--- config.mk ---
export PLATFORM = sky130hd
export DESIGN_NAME = asect_ctrl
export DESIGN_NICKNAME = d
export VERILOG_FILES = /design/src/pkg/asect_pkg.sv /design/src/asect_ctrl.sv /design/src/asect_sync.sv /design/src/asect_timer.sv
export SDC_FILE = /design/constraint.sdc
export NUM_CORES = 1
export LEC_CHECK = 0
export BUFFER_PORTS_ARGS = -buffer_cell sky130_fd_sc_hd__buf_2
export CAP_MARGIN = 5
export CORE_ASPECT_RATIO = 0.7
export CORE_MARGIN = 8
export CORE_UTILIZATION = 30
export DETAILED_ROUTE_END_ITERATION = 8
export GPL_ROUTABILITY_DRIVEN = 1
export HOLD_SLACK_MARGIN = 0.05
export SLEW_MARGIN = 20
export SYNTH_ARGS = -nofsm -noshare
export SYNTH_HDL_FRONTEND = slang
export SYNTH_SLANG_ARGS = --single-unit
--- constraint.sdc ---
create_clock -name sys_clk -period 2.4 [get_ports sys_clk]
set_clock_uncertainty 0.05 [all_clocks]
set_input_delay 0.24 -clock sys_clk [delete_from_list [all_inputs] [get_ports sys_clk]]
set_output_delay 0.24 -clock sys_clk [all_outputs]
set_load 0.01 [all_outputs]
--- src/pkg/asect_pkg.sv ---
// Notes on behaviour
// - Write needs strobe, select, a lane low
// - Time data against the terminating rising edge
// - Strobe-only write with drive low: long strobe
// - Never drive data while device drives
// - Wait 100 us before first access
// - Address stable 7 ns before write end
// - Address valid when write begins
// - Write data valid 5 ns before end
// - Write data held after write end
// - Lane enable low 7 ns before end
// - Write strobe high throughout reads
// - Read address valid by select fall
// - Lanes pick low, high or both bytes
package asect_pkg;

	// ----------------------------------------
	// Widths
	// ----------------------------------------
	localparam int ADDR_W = 20;
	localparam int DATA_W = 16;
	localparam int TIMER_W = 16;
	localparam logic [ADDR_W-1:0] ADDR_RESET = 20'h0_0000;
	localparam logic [DATA_W-1:0] DATA_RESET = 16'h0000;
	localparam logic [DATA_W-1:0] LOWER_MASK = 16'h00ff;
	localparam logic [DATA_W-1:0] UPPER_MASK = 16'hff00;

	// ----------------------------------------
	// Timing figures
	// ----------------------------------------
	localparam real CLK_PERIOD_NS = 5.0;
	localparam real FIRST_ACCESS_WAIT_US = 100.0;
	localparam real ADDR_TO_DATA_NS = 10.0;
	localparam real LANE_TO_FLOAT_NS = 6.0;
	localparam real WRITE_PULSE_NS = 7.0;
	localparam real STROBE_TO_FLOAT_DELAY_NS = 5.0;
	localparam real WRITE_DATA_SETUP_NS = 5.0;
	localparam int SYNC_CYCLES = 4;

	function automatic int ceil_cycles(input real t_ns);
		int n;
		n = int'($ceil(t_ns / CLK_PERIOD_NS));
		return (n < 1) ? 1 : n;
	endfunction

	function automatic int max_int(input int a, input int b);
		return (a > b) ? a : b;
	endfunction

	// ----------------------------------------
	// Cycle counts
	// ----------------------------------------
	localparam int FIRST_ACCESS_WAIT_CYCLES = ceil_cycles(FIRST_ACCESS_WAIT_US * 1000.0);
	localparam int READ_WAIT_CYCLES = ceil_cycles(ADDR_TO_DATA_NS) + SYNC_CYCLES;
	localparam int FLOAT_WAIT_CYCLES = ceil_cycles(LANE_TO_FLOAT_NS);
	localparam int WRITE_PULSE_CYCLES = max_int(ceil_cycles(WRITE_PULSE_NS),
		ceil_cycles(STROBE_TO_FLOAT_DELAY_NS + WRITE_DATA_SETUP_NS));

	// ----------------------------------------
	// Controller states
	// ----------------------------------------
	typedef enum logic [2:0] {
		ST_BOOT,
		ST_POWER,
		ST_IDLE,
		ST_RD_ACCESS,
		ST_RD_FLOAT,
		ST_WR_SETUP,
		ST_WR_PULSE,
		ST_WR_HOLD
	} asect_state_e;

endpackage

--- src/asect_ctrl.sv ---
module asect_ctrl #(
	parameter int unsigned POWER_WAIT_CYCLES = asect_pkg::FIRST_ACCESS_WAIT_CYCLES
) (
	input wire logic sys_clk,
	input wire logic reset_n,
	input wire logic req_valid,
	output logic req_ready,
	input wire logic req_write,
	input wire logic [asect_pkg::ADDR_W-1:0] req_addr,
	input wire logic [asect_pkg::DATA_W-1:0] req_wdata,
	input wire logic [1:0] req_lanes,
	output logic rsp_valid,
	output logic [asect_pkg::DATA_W-1:0] rsp_rdata,
	output logic init_done,
	output logic [asect_pkg::ADDR_W-1:0] sram_addr,
	output logic chip_select_n,
	output logic output_drive_n,
	output logic write_strobe_n,
	output logic upper_lane_n,
	output logic lower_lane_n,
	output logic [asect_pkg::DATA_W-1:0] sram_data_out,
	output logic sram_data_oe,
	input wire logic [asect_pkg::DATA_W-1:0] sram_data_in
);
	import asect_pkg::*;

	typedef struct packed {
		asect_state_e state;
		logic [ADDR_W-1:0] addr;
		logic cs_n;
		logic oe_n;
		logic we_n;
		logic upper_n;
		logic lower_n;
		logic [DATA_W-1:0] dout;
		logic doe;
		logic [DATA_W-1:0] lane_mask;
		logic ready;
		logic rvalid;
		logic [DATA_W-1:0] rdata;
		logic init;
	} asect_ctrl_s;

	localparam asect_ctrl_s CTRL_RESET = '{
		state: ST_BOOT,
		addr: ADDR_RESET,
		cs_n: 1'b1,
		oe_n: 1'b1,
		we_n: 1'b1,
		upper_n: 1'b1,
		lower_n: 1'b1,
		dout: DATA_RESET,
		doe: 1'b0,
		lane_mask: DATA_RESET,
		ready: 1'b0,
		rvalid: 1'b0,
		rdata: DATA_RESET,
		init: 1'b0
	};

	asect_ctrl_s s_reg;
	asect_ctrl_s s_next;
	logic timer_load;
	logic [TIMER_W-1:0] timer_value;
	logic timer_done;
	logic [DATA_W-1:0] data_sync;
	logic [DATA_W-1:0] req_mask;
	logic [DATA_W-1:0] rd_masked;
	logic req_take;

	// ----------------------------------------
	// Helpers
	// ----------------------------------------
	asect_timer u_timer (
		.sys_clk(sys_clk),
		.reset_n(reset_n),
		.load(timer_load),
		.load_value(timer_value),
		.done(timer_done)
	);

	asect_sync u_sync (
		.sys_clk(sys_clk),
		.reset_n(reset_n),
		.async_in(sram_data_in),
		.sync_out(data_sync)
	);

	// ----------------------------------------
	// Lane decode
	// ----------------------------------------
	for (genvar g = 0; g < 2; g++) begin : g_lane
		assign req_mask[g*(DATA_W/2) +: DATA_W/2] = {(DATA_W/2){req_lanes[g]}};
		assign rd_masked[g*(DATA_W/2) +: DATA_W/2] = data_sync[g*(DATA_W/2) +: DATA_W/2] & s_reg.lane_mask[g*(DATA_W/2) +: DATA_W/2];
	end

	assign req_take = req_valid && s_reg.ready;

	// ----------------------------------------
	// Access sequencer
	// ----------------------------------------
	always_comb begin
		s_next = s_reg;
		timer_load = 1'b0;
		timer_value = '0;
		unique case (s_reg.state)
			ST_BOOT: begin
				s_next.state = ST_POWER;
			end
			ST_POWER: begin
				if (timer_done) begin
					s_next.state = ST_IDLE;
				end
			end
			ST_IDLE: begin
				if (req_take) begin
					s_next.addr = req_addr;
					s_next.lane_mask = req_mask;
					if (req_write) begin
						s_next.dout = req_wdata;
						s_next.state = ST_WR_SETUP;
					end else begin
						s_next.state = ST_RD_ACCESS;
					end
				end
			end
			ST_RD_ACCESS: begin
				if (timer_done) begin
					s_next.rdata = rd_masked;
					s_next.state = ST_RD_FLOAT;
				end
			end
			ST_RD_FLOAT: begin
				if (timer_done) begin
					s_next.state = ST_IDLE;
				end
			end
			ST_WR_SETUP: begin
				s_next.state = ST_WR_PULSE;
			end
			ST_WR_PULSE: begin
				if (timer_done) begin
					s_next.state = ST_WR_HOLD;
				end
			end
			ST_WR_HOLD: begin
				s_next.state = ST_IDLE;
			end
		endcase

		// ----------------------------------------
		// Timer loads on state entry
		// ----------------------------------------
		if (s_next.state != s_reg.state) begin
			unique case (s_next.state)
				ST_BOOT: begin
					timer_load = 1'b0;
					timer_value = '0;
				end
				ST_POWER: begin
					timer_load = 1'b1;
					timer_value = TIMER_W'(POWER_WAIT_CYCLES);
				end
				ST_IDLE: begin
					timer_load = 1'b0;
					timer_value = '0;
				end
				ST_RD_ACCESS: begin
					timer_load = 1'b1;
					timer_value = TIMER_W'(READ_WAIT_CYCLES);
				end
				ST_RD_FLOAT: begin
					timer_load = 1'b1;
					timer_value = TIMER_W'(FLOAT_WAIT_CYCLES);
				end
				ST_WR_SETUP: begin
					timer_load = 1'b0;
					timer_value = '0;
				end
				ST_WR_PULSE: begin
					timer_load = 1'b1;
					timer_value = TIMER_W'(WRITE_PULSE_CYCLES);
				end
				ST_WR_HOLD: begin
					timer_load = 1'b0;
					timer_value = '0;
				end
			endcase
		end

		// ----------------------------------------
		// Pin picture of the next state
		// ----------------------------------------
		unique case (s_next.state)
			ST_BOOT: begin
				s_next.cs_n = 1'b1;
				s_next.oe_n = 1'b1;
				s_next.we_n = 1'b1;
				s_next.upper_n = 1'b1;
				s_next.lower_n = 1'b1;
				s_next.doe = 1'b0;
				s_next.ready = 1'b0;
				s_next.rvalid = 1'b0;
				s_next.init = s_reg.init;
			end
			ST_POWER: begin
				s_next.cs_n = 1'b1;
				s_next.oe_n = 1'b1;
				s_next.we_n = 1'b1;
				s_next.upper_n = 1'b1;
				s_next.lower_n = 1'b1;
				s_next.doe = 1'b0;
				s_next.ready = 1'b0;
				s_next.rvalid = 1'b0;
				s_next.init = s_reg.init;
			end
			ST_IDLE: begin
				s_next.cs_n = 1'b1;
				s_next.oe_n = 1'b1;
				s_next.we_n = 1'b1;
				s_next.upper_n = 1'b1;
				s_next.lower_n = 1'b1;
				s_next.doe = 1'b0;
				s_next.ready = 1'b1;
				s_next.rvalid = 1'b0;
				s_next.init = 1'b1;
			end
			ST_RD_ACCESS: begin
				s_next.cs_n = 1'b0;
				s_next.oe_n = 1'b0;
				s_next.we_n = 1'b1;
				s_next.upper_n = ~s_next.lane_mask[DATA_W-1];
				s_next.lower_n = ~s_next.lane_mask[0];
				s_next.doe = 1'b0;
				s_next.ready = 1'b0;
				s_next.rvalid = 1'b0;
				s_next.init = s_reg.init;
			end
			ST_RD_FLOAT: begin
				s_next.cs_n = 1'b1;
				s_next.oe_n = 1'b1;
				s_next.we_n = 1'b1;
				s_next.upper_n = 1'b1;
				s_next.lower_n = 1'b1;
				s_next.doe = 1'b0;
				s_next.ready = 1'b0;
				s_next.rvalid = (s_reg.state == ST_RD_ACCESS);
				s_next.init = s_reg.init;
			end
			ST_WR_SETUP: begin
				s_next.cs_n = 1'b1;
				s_next.oe_n = 1'b1;
				s_next.we_n = 1'b1;
				s_next.upper_n = 1'b1;
				s_next.lower_n = 1'b1;
				s_next.doe = 1'b0;
				s_next.ready = 1'b0;
				s_next.rvalid = 1'b0;
				s_next.init = s_reg.init;
			end
			ST_WR_PULSE: begin
				s_next.cs_n = 1'b0;
				s_next.oe_n = 1'b1;
				s_next.we_n = 1'b0;
				s_next.upper_n = ~s_next.lane_mask[DATA_W-1];
				s_next.lower_n = ~s_next.lane_mask[0];
				s_next.doe = 1'b1;
				s_next.ready = 1'b0;
				s_next.rvalid = 1'b0;
				s_next.init = s_reg.init;
			end
			ST_WR_HOLD: begin
				s_next.cs_n = 1'b1;
				s_next.oe_n = 1'b1;
				s_next.we_n = 1'b1;
				s_next.upper_n = 1'b1;
				s_next.lower_n = 1'b1;
				s_next.doe = 1'b1;
				s_next.ready = 1'b0;
				s_next.rvalid = 1'b0;
				s_next.init = s_reg.init;
			end
		endcase
	end

	always_ff @(posedge sys_clk or negedge reset_n) begin
		if (!reset_n) begin
			s_reg <= CTRL_RESET;
		end else begin
			s_reg <= s_next;
		end
	end

	// ----------------------------------------
	// Outputs
	// ----------------------------------------
	assign req_ready = s_reg.ready;
	assign rsp_valid = s_reg.rvalid;
	assign rsp_rdata = s_reg.rdata;
	assign init_done = s_reg.init;
	assign sram_addr = s_reg.addr;
	assign chip_select_n = s_reg.cs_n;
	assign output_drive_n = s_reg.oe_n;
	assign write_strobe_n = s_reg.we_n;
	assign upper_lane_n = s_reg.upper_n;
	assign lower_lane_n = s_reg.lower_n;
	assign sram_data_out = s_reg.dout;
	assign sram_data_oe = s_reg.doe;
endmodule

--- src/asect_sync.sv ---
module asect_sync (
	input wire logic sys_clk,
	input wire logic reset_n,
	input wire logic [asect_pkg::DATA_W-1:0] async_in,
	output logic [asect_pkg::DATA_W-1:0] sync_out
);
	import asect_pkg::*;

	typedef struct packed {
		logic [DATA_W-1:0] ff1;
		logic [DATA_W-1:0] ff2;
		logic [DATA_W-1:0] ff3;
		logic [DATA_W-1:0] held;
	} asect_sync_s;

	asect_sync_s s_reg;
	asect_sync_s s_next;
	logic [DATA_W-1:0] held_next;

	// ----------------------------------------
	// Accept a change once stages two and three agree
	// ----------------------------------------
	for (genvar i = 0; i < DATA_W; i++) begin : g_bit
		assign held_next[i] = (s_reg.ff2[i] == s_reg.ff3[i]) ? s_reg.ff3[i] : s_reg.held[i];
	end

	always_comb begin
		s_next = s_reg;
		s_next.ff1 = async_in;
		s_next.ff2 = s_reg.ff1;
		s_next.ff3 = s_reg.ff2;
		s_next.held = held_next;
	end

	always_ff @(posedge sys_clk or negedge reset_n) begin
		if (!reset_n) begin
			s_reg <= '0;
		end else begin
			s_reg <= s_next;
		end
	end

	assign sync_out = s_reg.held;
endmodule

--- src/asect_timer.sv ---
module asect_timer (
	input wire logic sys_clk,
	input wire logic reset_n,
	input wire logic load,
	input wire logic [asect_pkg::TIMER_W-1:0] load_value,
	output logic done
);
	import asect_pkg::*;

	typedef struct packed {
		logic [TIMER_W-1:0] count;
	} asect_timer_s;

	asect_timer_s s_reg;
	asect_timer_s s_next;

	// ----------------------------------------
	// Down counter, done at zero
	// ----------------------------------------
	always_comb begin
		s_next = s_reg;
		if (load) begin
			s_next.count = load_value;
		end else if (s_reg.count != '0) begin
			s_next.count = s_reg.count - 1'b1;
		end
	end

	always_ff @(posedge sys_clk or negedge reset_n) begin
		if (!reset_n) begin
			s_reg <= '0;
		end else begin
			s_reg <= s_next;
		end
	end

	assign done = (s_reg.count == '0);
endmodule

==> results of run 1 <==
[cell usage in the layout, fill, tap and decap left out, drive strengths merged, types with 3 or more instances in the layout]
master / netlist / layout
a21oi: 17 / 17
dfstp: 5 / 5
nor3b: 3 / 3
nor2: 16 / 16
o21ai: 4 / 4
nand2b: 3 / 3
inv: 6 / 10
dlygate4sd3: 0 / 54
buf: 54 / 132
mux2: 16 / 16
clkbuf: 14 / 20
dfrtp: 143 / 143
maj3: 17 / 17
nor4: 6 / 6
xor2: 4 / 4
nand2: 120 / 120
nand3: 25 / 25
xnor2: 8 / 8
clkinv: 0 / 3
bufinv: 0 / 3
nor3: 8 / 8
[cell type report]
class / count / area, sq um / area share, %
tap: 264 / 330 / 4.36
sequential: 148 / 3710 / 48.9
inverter: 6 / 22.5 / 0.297
timing repair buffer: 186 / 1270 / 16.7
clock buffer: 20 / 447 / 5.89
multi-input combinational: 279 / 1630 / 21.5
clock inverter: 12 / 171 / 2.26
[how the worst min path moves through the flow]
| stage | start | endpoint | slack [ns] | cells past startpoint |
|---|---|---|---|---|
| after floorplan | reset_n | init_done | -0.11 | 0 |
| after global routing | req_lanes[0] | s_reg[19] | 0.11 | 3 |
| after detailed placement | reset_n | u_sync.s_next[44] | 0.25 | 1 |
| final | req_lanes[0] | s_reg[19] | 0.13 | 3 |
| after CTS | req_lanes[0] | s_reg[19] | 0.10 | 3 |
| after global placement | reset_n | u_sync.s_next[44] | 0.24 | 1 |
[cells in the mapped netlist, types with 2 or more instances]
cell / n
sky130_fd_sc_hd__dfrtp_1: 143
sky130_fd_sc_hd__nand2_1: 120
sky130_fd_sc_hd__buf_4: 52
sky130_fd_sc_hd__nand3_1: 25
sky130_fd_sc_hd__a21oi_1: 17
sky130_fd_sc_hd__maj3_1: 17
sky130_fd_sc_hd__mux2_2: 16
sky130_fd_sc_hd__nor2_1: 16
sky130_fd_sc_hd__clkbuf_1: 14
sky130_fd_sc_hd__xnor2_1: 8
sky130_fd_sc_hd__nor3_1: 7
sky130_fd_sc_hd__inv_1: 6
sky130_fd_sc_hd__dfstp_2: 5
sky130_fd_sc_hd__o21ai_0: 4
sky130_fd_sc_hd__xor2_1: 4
sky130_fd_sc_hd__nand2b_1: 3
sky130_fd_sc_hd__nor4_1: 3
sky130_fd_sc_hd__a21o_1: 2
sky130_fd_sc_hd__buf_2: 2
sky130_fd_sc_hd__mux2i_1: 2
sky130_fd_sc_hd__nor3b_2: 2
sky130_fd_sc_hd__nor4_2: 2
sky130_fd_sc_hd__nor4b_1: 2
sky130_fd_sc_hd__o22a_1: 2
sky130_fd_sc_hd__o22ai_1: 2
sky130_fd_sc_hd__o31ai_1: 2
sky130_fd_sc_hd__or4_1: 2
[metrics by stage]
stage               utilization [%]  instance area [sq um]  hold WS (ns)
finish                         40.0                   7580         0.131
floorplan                         -                   5810        -0.106
CTS                            40.0                   7580         0.102
global route                   40.0                   7580         0.115
detailed placement             33.9                   6420         0.246
global placement               33.9                   6420         0.235
[per-layer routing]
| metal | GRT usage (%) | wire length [microns] |
|---|---|---|
| met1 | 14.7 | 6110 |
| met2 | 17.4 | 5980 |
| met3 | 5.11 | 903 |
| met4 | 2.68 | 79 |
| met5 | 0 | 0 |
[tightest hold or removal path, stage by stage]
cell	delay (ns)
sky130_fd_sc_hd__buf_2	0.08
sky130_fd_sc_hd__nand2_1	0.14
sky130_fd_sc_hd__nand2_1	0.10
[logic make-up (layout without fill, tap and decap cells)]
| family | after synthesis | count (layout) | synth area share (%) |
|---|---|---|---|
| AO/OA/AOI/OAI | 36 | 36 | 3.85 |
| XOR/XNOR | 12 | 12 | 1.81 |
| adder cells (fa/ha/maj) | 18 | 18 | 3.14 |
| buffers and inverters | 74 | 224 | 8.18 |
| flip-flops | 148 | 148 | 63.8 |
| multiplexers | 18 | 18 | 3.44 |
| AND/OR/NAND/NOR | 195 | 195 | 15.8 |
[report_power, final]
part / switching (mW) / total (mW) / internal, mW
Combinational: 0.0795 / 0.196 / 0.117
Sequential: 0.0330 / 2.60 / 2.56
Clock: 1.07 / 2.76 / 1.69
[repair_timing]
action	CTS	global route
endpoints found under the hold margin	119	0
hold buffers	54	0
setup buffers	0	0
resized for setup	0	0
==> impl_metrics.prom, run 1 <==
# TYPE chip_impl_metric gauge
chip_impl_metric{name="initial_core_util",unit="%"} 30.6
chip_impl_info{name="synth_flop_cell",value="sky130_fd_sc_hd__dfrtp_1"} 1
chip_impl_metric{name="synth_edf_count",unit=""} 0
chip_impl_metric{name="drtIter0Drc",unit=""} 289
chip_impl_metric{name="flow.area_growth_from_synthesis",unit="%"} 30.4
chip_impl_metric{name="place.detailed.hpwl",unit="microns"} 9010
chip_impl_info{name="crit_path_end_kind",value="register"} 1
chip_impl_info{name="crit_type",value="reg -> reg"} 1
chip_impl_metric{name="chipHeight",unit="microns"} 132
chip_impl_metric{name="route.detailed.wl_per_inst",unit="microns"} 14.3
chip_impl_info{name="reg2reg_to",value="u_timer.s_reg[5]"} 1
chip_impl_metric{name="max_slew_margin",unit="%"} 55.7
chip_impl_metric{name="number_of_antenna_violations_at_the_first_check_in_global_routing",unit=""} 0
chip_impl_metric{name="rows",unit=""} 42
chip_impl_info{name="yosys.area.top_type",value="sky130_fd_sc_hd__dfrtp_1"} 1
chip_impl_metric{name="grt_first_pass_wirelength",unit="microns"} 22300
chip_impl_info{name="reg_to_reg_start",value="u_timer.s_reg[7]"} 1
chip_impl_info{name="crit_end",value="u_timer.s_reg[5]"} 1
chip_impl_metric{name="numCtsBuffers",unit=""} 17
chip_impl_metric{name="largest_register_ffs",unit=""} 32
chip_impl_metric{name="n_antenna_cell",unit=""} 0
chip_impl_metric{name="post-route-drc-count",unit=""} 0
chip_impl_info{name="synth_area_leaders",value="sky130_fd_sc_hd__dfrtp_1 62%, sky130_fd_sc_hd__nand2_1 7.7%, sky130_fd_sc_hd__buf_4 6.7%"} 1
chip_impl_metric{name="area_enclosed_by_the_die_boundary",unit="sq um"} 24200
chip_impl_metric{name="slew_violations",unit=""} 0
chip_impl_info{name="cts_tree",value="built"} 1
chip_impl_metric{name="max_cap_violations",unit=""} 0
chip_impl_metric{name="slack_of_the_critical_path",unit="ns"} 0.183
chip_impl_metric{name="ctsLongestPathBuffers",unit=""} 2
chip_impl_metric{name="final_nets",unit=""} 697
chip_impl_metric{name="post_synth.cell_area_avg",unit="sq um"} 11.6
chip_impl_metric{name="grt_max_degree",unit=""} 70
chip_impl_metric{name="pin_count",unit=""} 119
chip_impl_info{name="hold_path_class",value="in -> reg"} 1
chip_impl_metric{name="synth.yosys.warnings",unit=""} 0
chip_impl_metric{name="synth_largest_type_area_fraction",unit="%"} 61.6
chip_impl_info{name="setup_repair_after_global_routing_missed_its_margin",value="no"} 1
chip_impl_metric{name="detailedPlace.worstSlack",unit="ns"} 0.196
chip_impl_metric{name="buffer_ports.inserted",unit=""} 118
chip_impl_metric{name="worst-slew-pin-transition",unit="ns"} 0.665
chip_impl_metric{name="cp.arrival",unit="ns"} 2.45
chip_impl_metric{name="clkLatencyLatePin",unit="ns"} 0.42
chip_impl_metric{name="post-layout-total-power",unit="mW"} 5.56
chip_impl_metric{name="pwr_density_cell",unit="nW/um^2"} 733
chip_impl_metric{name="worst_ir_drop_vdd",unit="mV"} 0.375
chip_impl_metric{name="setup_failing_eps_final",unit=""} 0
chip_impl_metric{name="clk_pin_slew",unit="ns"} 0.06
chip_impl_metric{name="final-hold-violation-count",unit=""} 0
chip_impl_metric{name="asyncSetResetFlopFracSynth",unit="%"} 100
chip_impl_metric{name="final-instance-count-excl-fill",unit=""} 915
chip_impl_metric{name="grt_usage",unit="%"} 11.4
chip_impl_metric{name="synth-seq-cells",unit=""} 148
chip_impl_metric{name="syn_nets",unit=""} 560
chip_impl_metric{name="layout_worst_path_cycle_share",unit="%"} 92.4
chip_impl_metric{name="post-route-min-period",unit="ns"} 2.22
chip_impl_metric{name="netlist_instances",unit=""} 501
chip_impl_metric{name="dr_total_vias",unit=""} 3926
chip_impl_metric{name="netlist-cell-type-count",unit=""} 48
chip_impl_metric{name="reg2reg_depth",unit=""} 5
chip_impl_metric{name="ant_nets",unit=""} 0
chip_impl_metric{name="core_area",unit="sq um"} 19000
chip_impl_metric{name="cp.depth",unit=""} 5
chip_impl_metric{name="fmaxAchievable",unit="MHz"} 451
chip_impl_metric{name="layout-drive-gt1-share",unit="%"} 29.8
chip_impl_metric{name="cts_sinks",unit=""} 148
chip_impl_metric{name="syn_area",unit="sq um"} 5810
chip_impl_metric{name="nFillCells",unit=""} 1798
chip_impl_info{name="timing.critical_path.from",value="u_timer.s_reg[7]"} 1
chip_impl_metric{name="synth_seq_area_share",unit="%"} 63.8
chip_impl_metric{name="first_global_vias",unit=""} 4255
chip_impl_info{name="cp_slowest_cell",value="sky130_fd_sc_hd__or4b_4"} 1
chip_impl_metric{name="timing.critical_path.required",unit="ns"} 2.63
chip_impl_metric{name="critical_path_buf_inv_count",unit=""} 0
chip_impl_metric{name="total_leakage_power",unit="nW"} 3.73
chip_impl_metric{name="timing.critical_path.fanout_max",unit=""} 6
chip_impl_metric{name="dp.cells",unit=""} 829
chip_impl_info{name="worst_path_cell_trace",value="nor4_4 > or4b_4 > nor4_2 > and4b_2 > a21oi_1"} 1
chip_impl_metric{name="place_congestion",unit=""} 0.823
chip_impl_info{name="worstSetupStartpointType",value="register"} 1
chip_impl_metric{name="chipWidth",unit="microns"} 182
chip_impl_metric{name="drtPass1Iterations",unit=""} 4
chip_impl_info{name="largest_delay_contributor_family_on_the_critical_path",value="simple AND/OR/NAND/NOR gates"} 1
chip_impl_metric{name="totalWireLength",unit="microns"} 13100
chip_impl_metric{name="detail_route.vias_per_cell",unit=""} 4.29
chip_impl_metric{name="timing.setup.tns",unit="ns"} 0
chip_impl_info{name="cts-root-buf",value="sky130_fd_sc_hd__clkbuf_16"} 1
chip_impl_metric{name="cts.htree.levels",unit=""} 4
chip_impl_metric{name="crit_path_max_incr_delay",unit="ns"} 0.56
chip_impl_metric{name="grt-ovfl-total",unit=""} 0
chip_impl_metric{name="r2r_slack",unit="ns"} 0.18
chip_impl_info{name="run_status",value="finished clean"} 1
(Power assumes the default switching activity.)
==> inputs of run 2 (changes only) <==
GPL_TIMING_DRIVEN = 0   (was unset)
==> run 2 against run 1 <==
Effect of this change:
- via count up 5.5%
- maximum frequency is 1.1% lower
- combinational power is essentially flat
- global-route usage down 0.10 points
- final area rose by 5.1%
- critical path type unchanged
- die area stayed put
- wire length is 0.57% higher
- critical endpoint is now u_timer.s_reg[11]
==> impl_metrics.prom, run 2 (same netlist as run 1, synthesis figures left out) <==
# TYPE chip_impl_metric gauge
chip_impl_info{name="run_status",value="finished clean"} 1
chip_impl_metric{name="final_nets",unit=""} 757
chip_impl_info{name="commonest_cells_after_routing_fill_and_taps_aside",value="143 x sky130_fd_sc_hd__dfrtp_1, 119 x sky130_fd_sc_hd__buf_2, 118 x sky130_fd_sc_hd__nand2_1"} 1
chip_impl_metric{name="initial_core_util",unit="%"} 30.6
chip_impl_info{name="cp_slowest_cell",value="sky130_fd_sc_hd__or4b_4"} 1
chip_impl_metric{name="post-route-min-period",unit="ns"} 2.24
chip_impl_info{name="crit_type",value="reg -> reg"} 1
chip_impl_metric{name="grt-ovfl-total",unit=""} 0
chip_impl_metric{name="post-route-drc-count",unit=""} 0
chip_impl_metric{name="clkLatencyLatePin",unit="ns"} 0.42
chip_impl_metric{name="number_of_antenna_violations_at_the_first_check_in_global_routing",unit=""} 0
chip_impl_metric{name="nFillCells",unit=""} 1819
chip_impl_metric{name="drtPass1Iterations",unit=""} 5
chip_impl_metric{name="cp.arrival",unit="ns"} 2.46
chip_impl_metric{name="slack_of_the_critical_path",unit="ns"} 0.158
chip_impl_metric{name="routed_wire_length_on_met3",unit="microns"} 832
chip_impl_metric{name="dr_total_vias",unit=""} 4141
chip_impl_metric{name="ant_nets",unit=""} 0
chip_impl_metric{name="max_slew_margin",unit="%"} 47.9
chip_impl_info{name="setup_repair_after_global_routing_missed_its_margin",value="no"} 1
chip_impl_metric{name="post-layout-total-power",unit="mW"} 5.39
chip_impl_metric{name="grt_usage",unit="%"} 11.3
chip_impl_info{name="final_common_cell",value="sky130_fd_sc_hd__dfrtp_1"} 1
chip_impl_metric{name="seqCellArea",unit="sq um"} 3710
chip_impl_metric{name="layout-drive-gt1-share",unit="%"} 34.6
chip_impl_info{name="top_signal_layer_used",value="met4"} 1
chip_impl_metric{name="largest_register_ffs",unit=""} 32
chip_impl_info{name="worstSetupStartpointType",value="register"} 1
chip_impl_metric{name="route.met2.wl",unit="microns"} 5860
chip_impl_metric{name="flow.area_growth_from_synthesis",unit="%"} 37.1
chip_impl_metric{name="buffer_ports.inserted",unit=""} 118
chip_impl_metric{name="grt_max_degree",unit=""} 80
chip_impl_info{name="worst_path_cell_trace",value="nor4_4 > or4b_4 > nor4_2 > and4b_2 > a21oi_1"} 1
chip_impl_metric{name="totalWireLength",unit="microns"} 13100
chip_impl_metric{name="chipHeight",unit="microns"} 132
chip_impl_metric{name="max_cap_violations",unit=""} 0
chip_impl_metric{name="timing.critical_path.fanout_max",unit=""} 6
chip_impl_metric{name="crit_path_max_incr_delay",unit="ns"} 0.56
chip_impl_metric{name="pwr_density_cell",unit="nW/um^2"} 676
chip_impl_metric{name="chipWidth",unit="microns"} 182
chip_impl_metric{name="cts.htree.levels",unit=""} 4
chip_impl_metric{name="pin_count",unit=""} 119
chip_impl_info{name="hold_path_class",value="in -> reg"} 1
chip_impl_metric{name="clk_pin_slew",unit="ns"} 0.07
chip_impl_metric{name="drtIter0Drc",unit=""} 237
chip_impl_metric{name="worst_ir_drop_vdd",unit="mV"} 0.323
chip_impl_metric{name="total_leakage_power",unit="nW"} 3.99
chip_impl_metric{name="cts_sinks",unit=""} 148
chip_impl_metric{name="met1Wirelength",unit="microns"} 6350
chip_impl_info{name="crit_path_end_kind",value="register"} 1
chip_impl_metric{name="multi_input_area",unit="sq um"} 1660
chip_impl_metric{name="r2r_slack",unit="ns"} 0.16
chip_impl_metric{name="grt_first_pass_wirelength",unit="microns"} 22000
chip_impl_metric{name="slew_violations",unit=""} 0
chip_impl_metric{name="core_area",unit="sq um"} 19000
chip_impl_metric{name="n_antenna_cell",unit=""} 0
chip_impl_metric{name="place_congestion",unit=""} 0.871
chip_impl_metric{name="layout_worst_path_cycle_share",unit="%"} 93.4
chip_impl_metric{name="worst-slew-pin-transition",unit="ns"} 0.774
chip_impl_metric{name="setup_failing_eps_final",unit=""} 0
chip_impl_metric{name="timing.critical_path.required",unit="ns"} 2.62
chip_impl_info{name="cts-root-buf",value="sky130_fd_sc_hd__clkbuf_16"} 1
chip_impl_metric{name="ctsLongestPathBuffers",unit=""} 2
chip_impl_metric{name="rows",unit=""} 42
chip_impl_metric{name="route.detailed.wl_per_inst",unit="microns"} 13.5
chip_impl_metric{name="first_global_vias",unit=""} 4296
chip_impl_metric{name="detailedPlace.worstSlack",unit="ns"} -0.199
chip_impl_metric{name="fmaxAchievable",unit="MHz"} 446
chip_impl_info{name="cts_tree",value="built"} 1
chip_impl_metric{name="detail_route.vias_per_cell",unit=""} 4.25
chip_impl_metric{name="place.detailed.hpwl",unit="microns"} 8690
chip_impl_metric{name="area_enclosed_by_the_die_boundary",unit="sq um"} 24200
chip_impl_metric{name="final-hold-violation-count",unit=""} 0
chip_impl_metric{name="numCtsBuffers",unit=""} 17
-- run 2: timing repair --
| item | 4_1_cts | 5_1_grt |
|---|---|---|
| pin swaps | 0 | 1 |
| hold endpoints to repair | 134 | 0 |
| setup endpoints to repair | 31 | 47 |
| buffers inserted | 0 | 4 |
| resized for setup | 4 | 5 |
| hold buffers | 55 | 0 |
-- run 2: per-layer routing --
layer / up-vias / track usage, %
met1: 1983 / 15.2
met2: 125 / 16.9
met3: 13 / 4.02
met4: 0 / 3.41
li1: 2020 / -
met5: - / 0
-- run 2: critical path: cells and delay by family (launching register included) --
family | cells | cell delay, ns
AO/OA/AOI/OAI | 1 | 0.06
flip-flops | 1 | 0.46
AND/OR/NAND/NOR | 4 | 1.52
-- run 2: through the flow --
step	setup TNS, ns	instances	instance area (sq um)	utilization, %	hold slack [ns]
after CTS	0	971	7930	41.8	0.190
final	0	975	7970	42.0	0.258
after detailed placement	-3.22	884	6770	35.7	0.223
after global routing	0	975	7970	42.0	0.296
after floorplan	0	501	5810	-	-0.106
after global placement	-173.04	883	6730	35.5	0.284
-- run 2: report_power, final --
part,switching (mW),leakage [nW],internal [mW],total [mW]
Sequential,0.0314,1.83,2.56,2.59
Combinational,0.0789,1.88,0.115,0.194
Clock,1.20,0.279,1.39,2.60
Total,1.31,3.99,4.07,5.39
-- run 2: final timing paths --
path                                        start           endpoint  cells after the start
worst min register to register  u_sync.s_next[43]  u_sync.s_next[27]                      0
max in group asynchronous                 reset_n      chip_select_n                      3
worst max-delay path             u_timer.s_reg[6]  u_timer.s_reg[11]                      5
min in group asynchronous                 reset_n  u_sync.s_next[44]                      2
worst max register to register   u_timer.s_reg[6]  u_timer.s_reg[11]                      5
worst min-delay path                    req_valid          s_reg[77]                      5
-- run 2: area by class of cell --
cell class	count	area share (%)
Multi-Input combinational cell	279	20.8
Buffer	68	5.70
Inverter	6	0.283
Tap cell	264	4.14
Timing Repair Buffer	178	15.2
Clock buffer	17	5.34
Sequential cell	148	46.5
Clock inverter	15	2.04
==> inputs of run 3 (changes only) <==
CORE_UTILIZATION = 25   (was 30)
==> run 3 against run 2 <==
Effect of this change:
- clock power up 2%
- clock-buffer cell count unchanged
- hold slack worse by 0.10 ns
- global-route usage down 0.70 points
- highest routed layer unchanged
- final cell count up 4.4%
- die area up 18%
- core utilization down 6.8 points
- worst setup slack better by 0.015 ns
- combinational power about the same
- largest cell class unchanged
- via count down 0.94%
- maximum frequency up 0.66%
- first-iteration DRC count unchanged
==> impl_metrics.prom, run 3 (same netlist as run 1, synthesis figures left out) <==
# TYPE chip_impl_metric gauge
chip_impl_info{name="run_status",value="finished clean"} 1
chip_impl_metric{name="grt-ovfl-total",unit=""} 0
chip_impl_info{name="reg2reg_to",value="u_timer.s_reg[9]"} 1
chip_impl_metric{name="core_area",unit="sq um"} 22700
chip_impl_metric{name="setup_failing_eps_final",unit=""} 0
chip_impl_metric{name="hold-path-cell-count",unit=""} 3
chip_impl_metric{name="cp.arrival",unit="ns"} 2.46
chip_impl_metric{name="rows",unit=""} 46
chip_impl_metric{name="area_enclosed_by_the_die_boundary",unit="sq um"} 28500
chip_impl_metric{name="grt_usage",unit="%"} 10.6
chip_impl_metric{name="place.detailed.hpwl",unit="microns"} 9800
chip_impl_metric{name="slack_of_the_critical_path",unit="ns"} 0.172
chip_impl_metric{name="finalCoreUtilization",unit="%"} 35.2
chip_impl_metric{name="post-route-min-period",unit="ns"} 2.23
chip_impl_metric{name="worst-slew-pin-transition",unit="ns"} 0.617
chip_impl_metric{name="slew_violations",unit=""} 0
chip_impl_metric{name="max_cap_violations",unit=""} 0
chip_impl_metric{name="pin_count",unit=""} 119
chip_impl_metric{name="seqCellArea",unit="sq um"} 3710
chip_impl_metric{name="buffer_ports.inserted",unit=""} 118
chip_impl_metric{name="final-instance-count-excl-fill",unit=""} 1018
chip_impl_metric{name="initial_core_util",unit="%"} 25.6
chip_impl_info{name="final_common_cell",value="sky130_fd_sc_hd__dfrtp_1"} 1
chip_impl_info{name="hold_path_class",value="in -> reg"} 1
chip_impl_info{name="min_to",value="s_reg[34]"} 1
chip_impl_metric{name="final-hold-violation-count",unit=""} 0
chip_impl_metric{name="detail_route.vias_per_cell",unit=""} 4.03
chip_impl_metric{name="layout-drive-gt1-share",unit="%"} 34.0
chip_impl_metric{name="layout_worst_path_cycle_share",unit="%"} 92.8
chip_impl_info{name="setup_repair_after_global_routing_missed_its_margin",value="no"} 1
chip_impl_metric{name="detailedPlace.worstSlack",unit="ns"} -0.319
chip_impl_metric{name="fmaxAchievable",unit="MHz"} 449
chip_impl_metric{name="worst_ir_drop_vdd",unit="mV"} 0.469
chip_impl_info{name="reg_to_reg_start",value="u_timer.s_reg[6]"} 1
chip_impl_metric{name="totalWireLength",unit="microns"} 14300
chip_impl_metric{name="postLayoutCellArea",unit="sq um"} 8010
chip_impl_metric{name="drtPass1Iterations",unit=""} 4
chip_impl_metric{name="total_leakage_power",unit="nW"} 3.98
chip_impl_metric{name="grt_max_degree",unit=""} 83
chip_impl_metric{name="power.switching_fraction",unit="%"} 23.5
chip_impl_metric{name="timing.critical_path.required",unit="ns"} 2.63
chip_impl_metric{name="fin_hold_ws",unit="ns"} 0.155
chip_impl_metric{name="timing.setup.tns",unit="ns"} 0
chip_impl_info{name="cts-root-buf",value="sky130_fd_sc_hd__clkbuf_16"} 1
chip_impl_metric{name="clkLatencyLatePin",unit="ns"} 0.41
chip_impl_metric{name="chipWidth",unit="microns"} 198
chip_impl_metric{name="first_global_vias",unit=""} 4358
chip_impl_info{name="worstSetupStartpointType",value="register"} 1
chip_impl_metric{name="post-layout-total-power",unit="mW"} 5.43
chip_impl_metric{name="cts_sinks",unit=""} 148
chip_impl_metric{name="power.share.combinational",unit="%"} 3.6
chip_impl_metric{name="dp.cells",unit=""} 932
chip_impl_metric{name="multi_input_area",unit="sq um"} 1680
chip_impl_metric{name="timing.critical_path.fanout_max",unit=""} 6
chip_impl_metric{name="max_slew_margin",unit="%"} 58.5
chip_impl_metric{name="grt_first_pass_wirelength",unit="microns"} 23400
chip_impl_metric{name="final_nets",unit=""} 752
chip_impl_metric{name="r2r_slack",unit="ns"} 0.17
chip_impl_metric{name="n_antenna_cell",unit=""} 0
chip_impl_metric{name="cts.htree.levels",unit=""} 4
chip_impl_metric{name="number_of_antenna_violations_at_the_first_check_in_global_routing",unit=""} 0
chip_impl_metric{name="post-route-drc-count",unit=""} 0
chip_impl_metric{name="drtIter0Drc",unit=""} 237
chip_impl_metric{name="reg2reg_depth",unit=""} 5
chip_impl_metric{name="numCtsBuffers",unit=""} 17
chip_impl_metric{name="ant_nets",unit=""} 0
chip_impl_metric{name="clk_pin_slew",unit="ns"} 0.06
chip_impl_metric{name="dr_total_vias",unit=""} 4102
chip_impl_metric{name="net_switching_power_of_the_design",unit="mW"} 1.27
chip_impl_metric{name="intPower",unit="mW"} 4.16
chip_impl_info{name="crit_type",value="reg -> reg"} 1
chip_impl_metric{name="chipHeight",unit="microns"} 144
chip_impl_metric{name="power.share.sequential",unit="%"} 47.8
chip_impl_info{name="cts_tree",value="built"} 1
chip_impl_metric{name="route.detailed.wl_per_inst",unit="microns"} 14.1
chip_impl_info{name="commonest_cells_after_routing_fill_and_taps_aside",value="143 x sky130_fd_sc_hd__dfrtp_1, 120 x sky130_fd_sc_hd__nand2_1, 119 x sky130_fd_sc_hd__buf_2"} 1
chip_impl_metric{name="place_congestion",unit=""} 0.785
chip_impl_metric{name="detailed_place.area",unit="sq um"} 6830
chip_impl_info{name="crit_path_end_kind",value="register"} 1
chip_impl_info{name="hold_path_startpoint",value="req_lanes[1]"} 1
chip_impl_metric{name="pwr_density_cell",unit="nW/um^2"} 678
chip_impl_metric{name="power_share_of_the_clock_group",unit="%"} 48.6
chip_impl_metric{name="nFillCells",unit=""} 2261
chip_impl_metric{name="ctsLongestPathBuffers",unit=""} 2
chip_impl_metric{name="flow.area_growth_from_synthesis",unit="%"} 37.8
chip_impl_metric{name="largest_register_ffs",unit=""} 32
[run 3: layout make-up]
type | instances | share of cell area, %
Clock buffer | 17 | 5.31
Timing Repair Buffer | 173 | 14.6
Inverter | 6 | 0.281
Multi-Input combinational cell | 279 | 20.9
Clock inverter | 15 | 2.06
Tap cell | 312 | 4.87
Sequential cell | 148 | 46.3
Buffer | 68 | 5.67
[run 3: power by group through the flow]
| stage | Clock (mW) | Combinational (mW) | Sequential (mW) |
|---|---|---|---|
| 2_1_floorplan | 0 | 0.0230 | 2.63 |
| 3_3_place_gp | 0 | 0.121 | 2.64 |
| 3_5_place_dp | 0 | 0.131 | 2.64 |
| 4_1_cts | 2.73 | 0.200 | 2.60 |
| 5_1_grt | 2.85 | 0.219 | 2.60 |
| 6_report | 2.64 | 0.195 | 2.60 |
[run 3: what timing repair did]
item / 4_1_cts / 5_1_grt
hold buffers: 54 / 0
buffers inserted: 0 / 0
gates resized for setup: 2 / 8
endpoints found under the hold margin: 120 / 0
setup endpoints to repair: 20 / 44
[run 3: worst max path at each step]
stage	start	to
finish	u_timer.s_reg[6]	u_timer.s_reg[9]
global route	u_timer.s_reg[0]	rsp_rdata[13]
CTS	u_timer.s_reg[0]	u_timer.s_reg[9]
detailed placement	s_reg[79]	sram_data_out[12]
global placement	reset_n	sram_data_out[5]
floorplan	u_timer.s_reg[7]	u_timer.s_reg[10]
[run 3: layer usage]
layer,global-route usage (%),wire [microns],up-vias
met5,0,0,-
met4,3.06,117,0
met3,5.14,1340,9
met2,15.6,6130,131
met1,13.7,6740,1943
li1,-,-,2019
[run 3: critical path, cell delays in order (launching register included)]
cell and delay [ns]:
sky130_fd_sc_hd__dfrtp_1 0.45, sky130_fd_sc_hd__nor4_4 0.48, sky130_fd_sc_hd__or4b_4 0.57, sky130_fd_sc_hd__nor4_2 0.15, sky130_fd_sc_hd__and4b_2 0.33, sky130_fd_sc_hd__a21oi_1 0.07
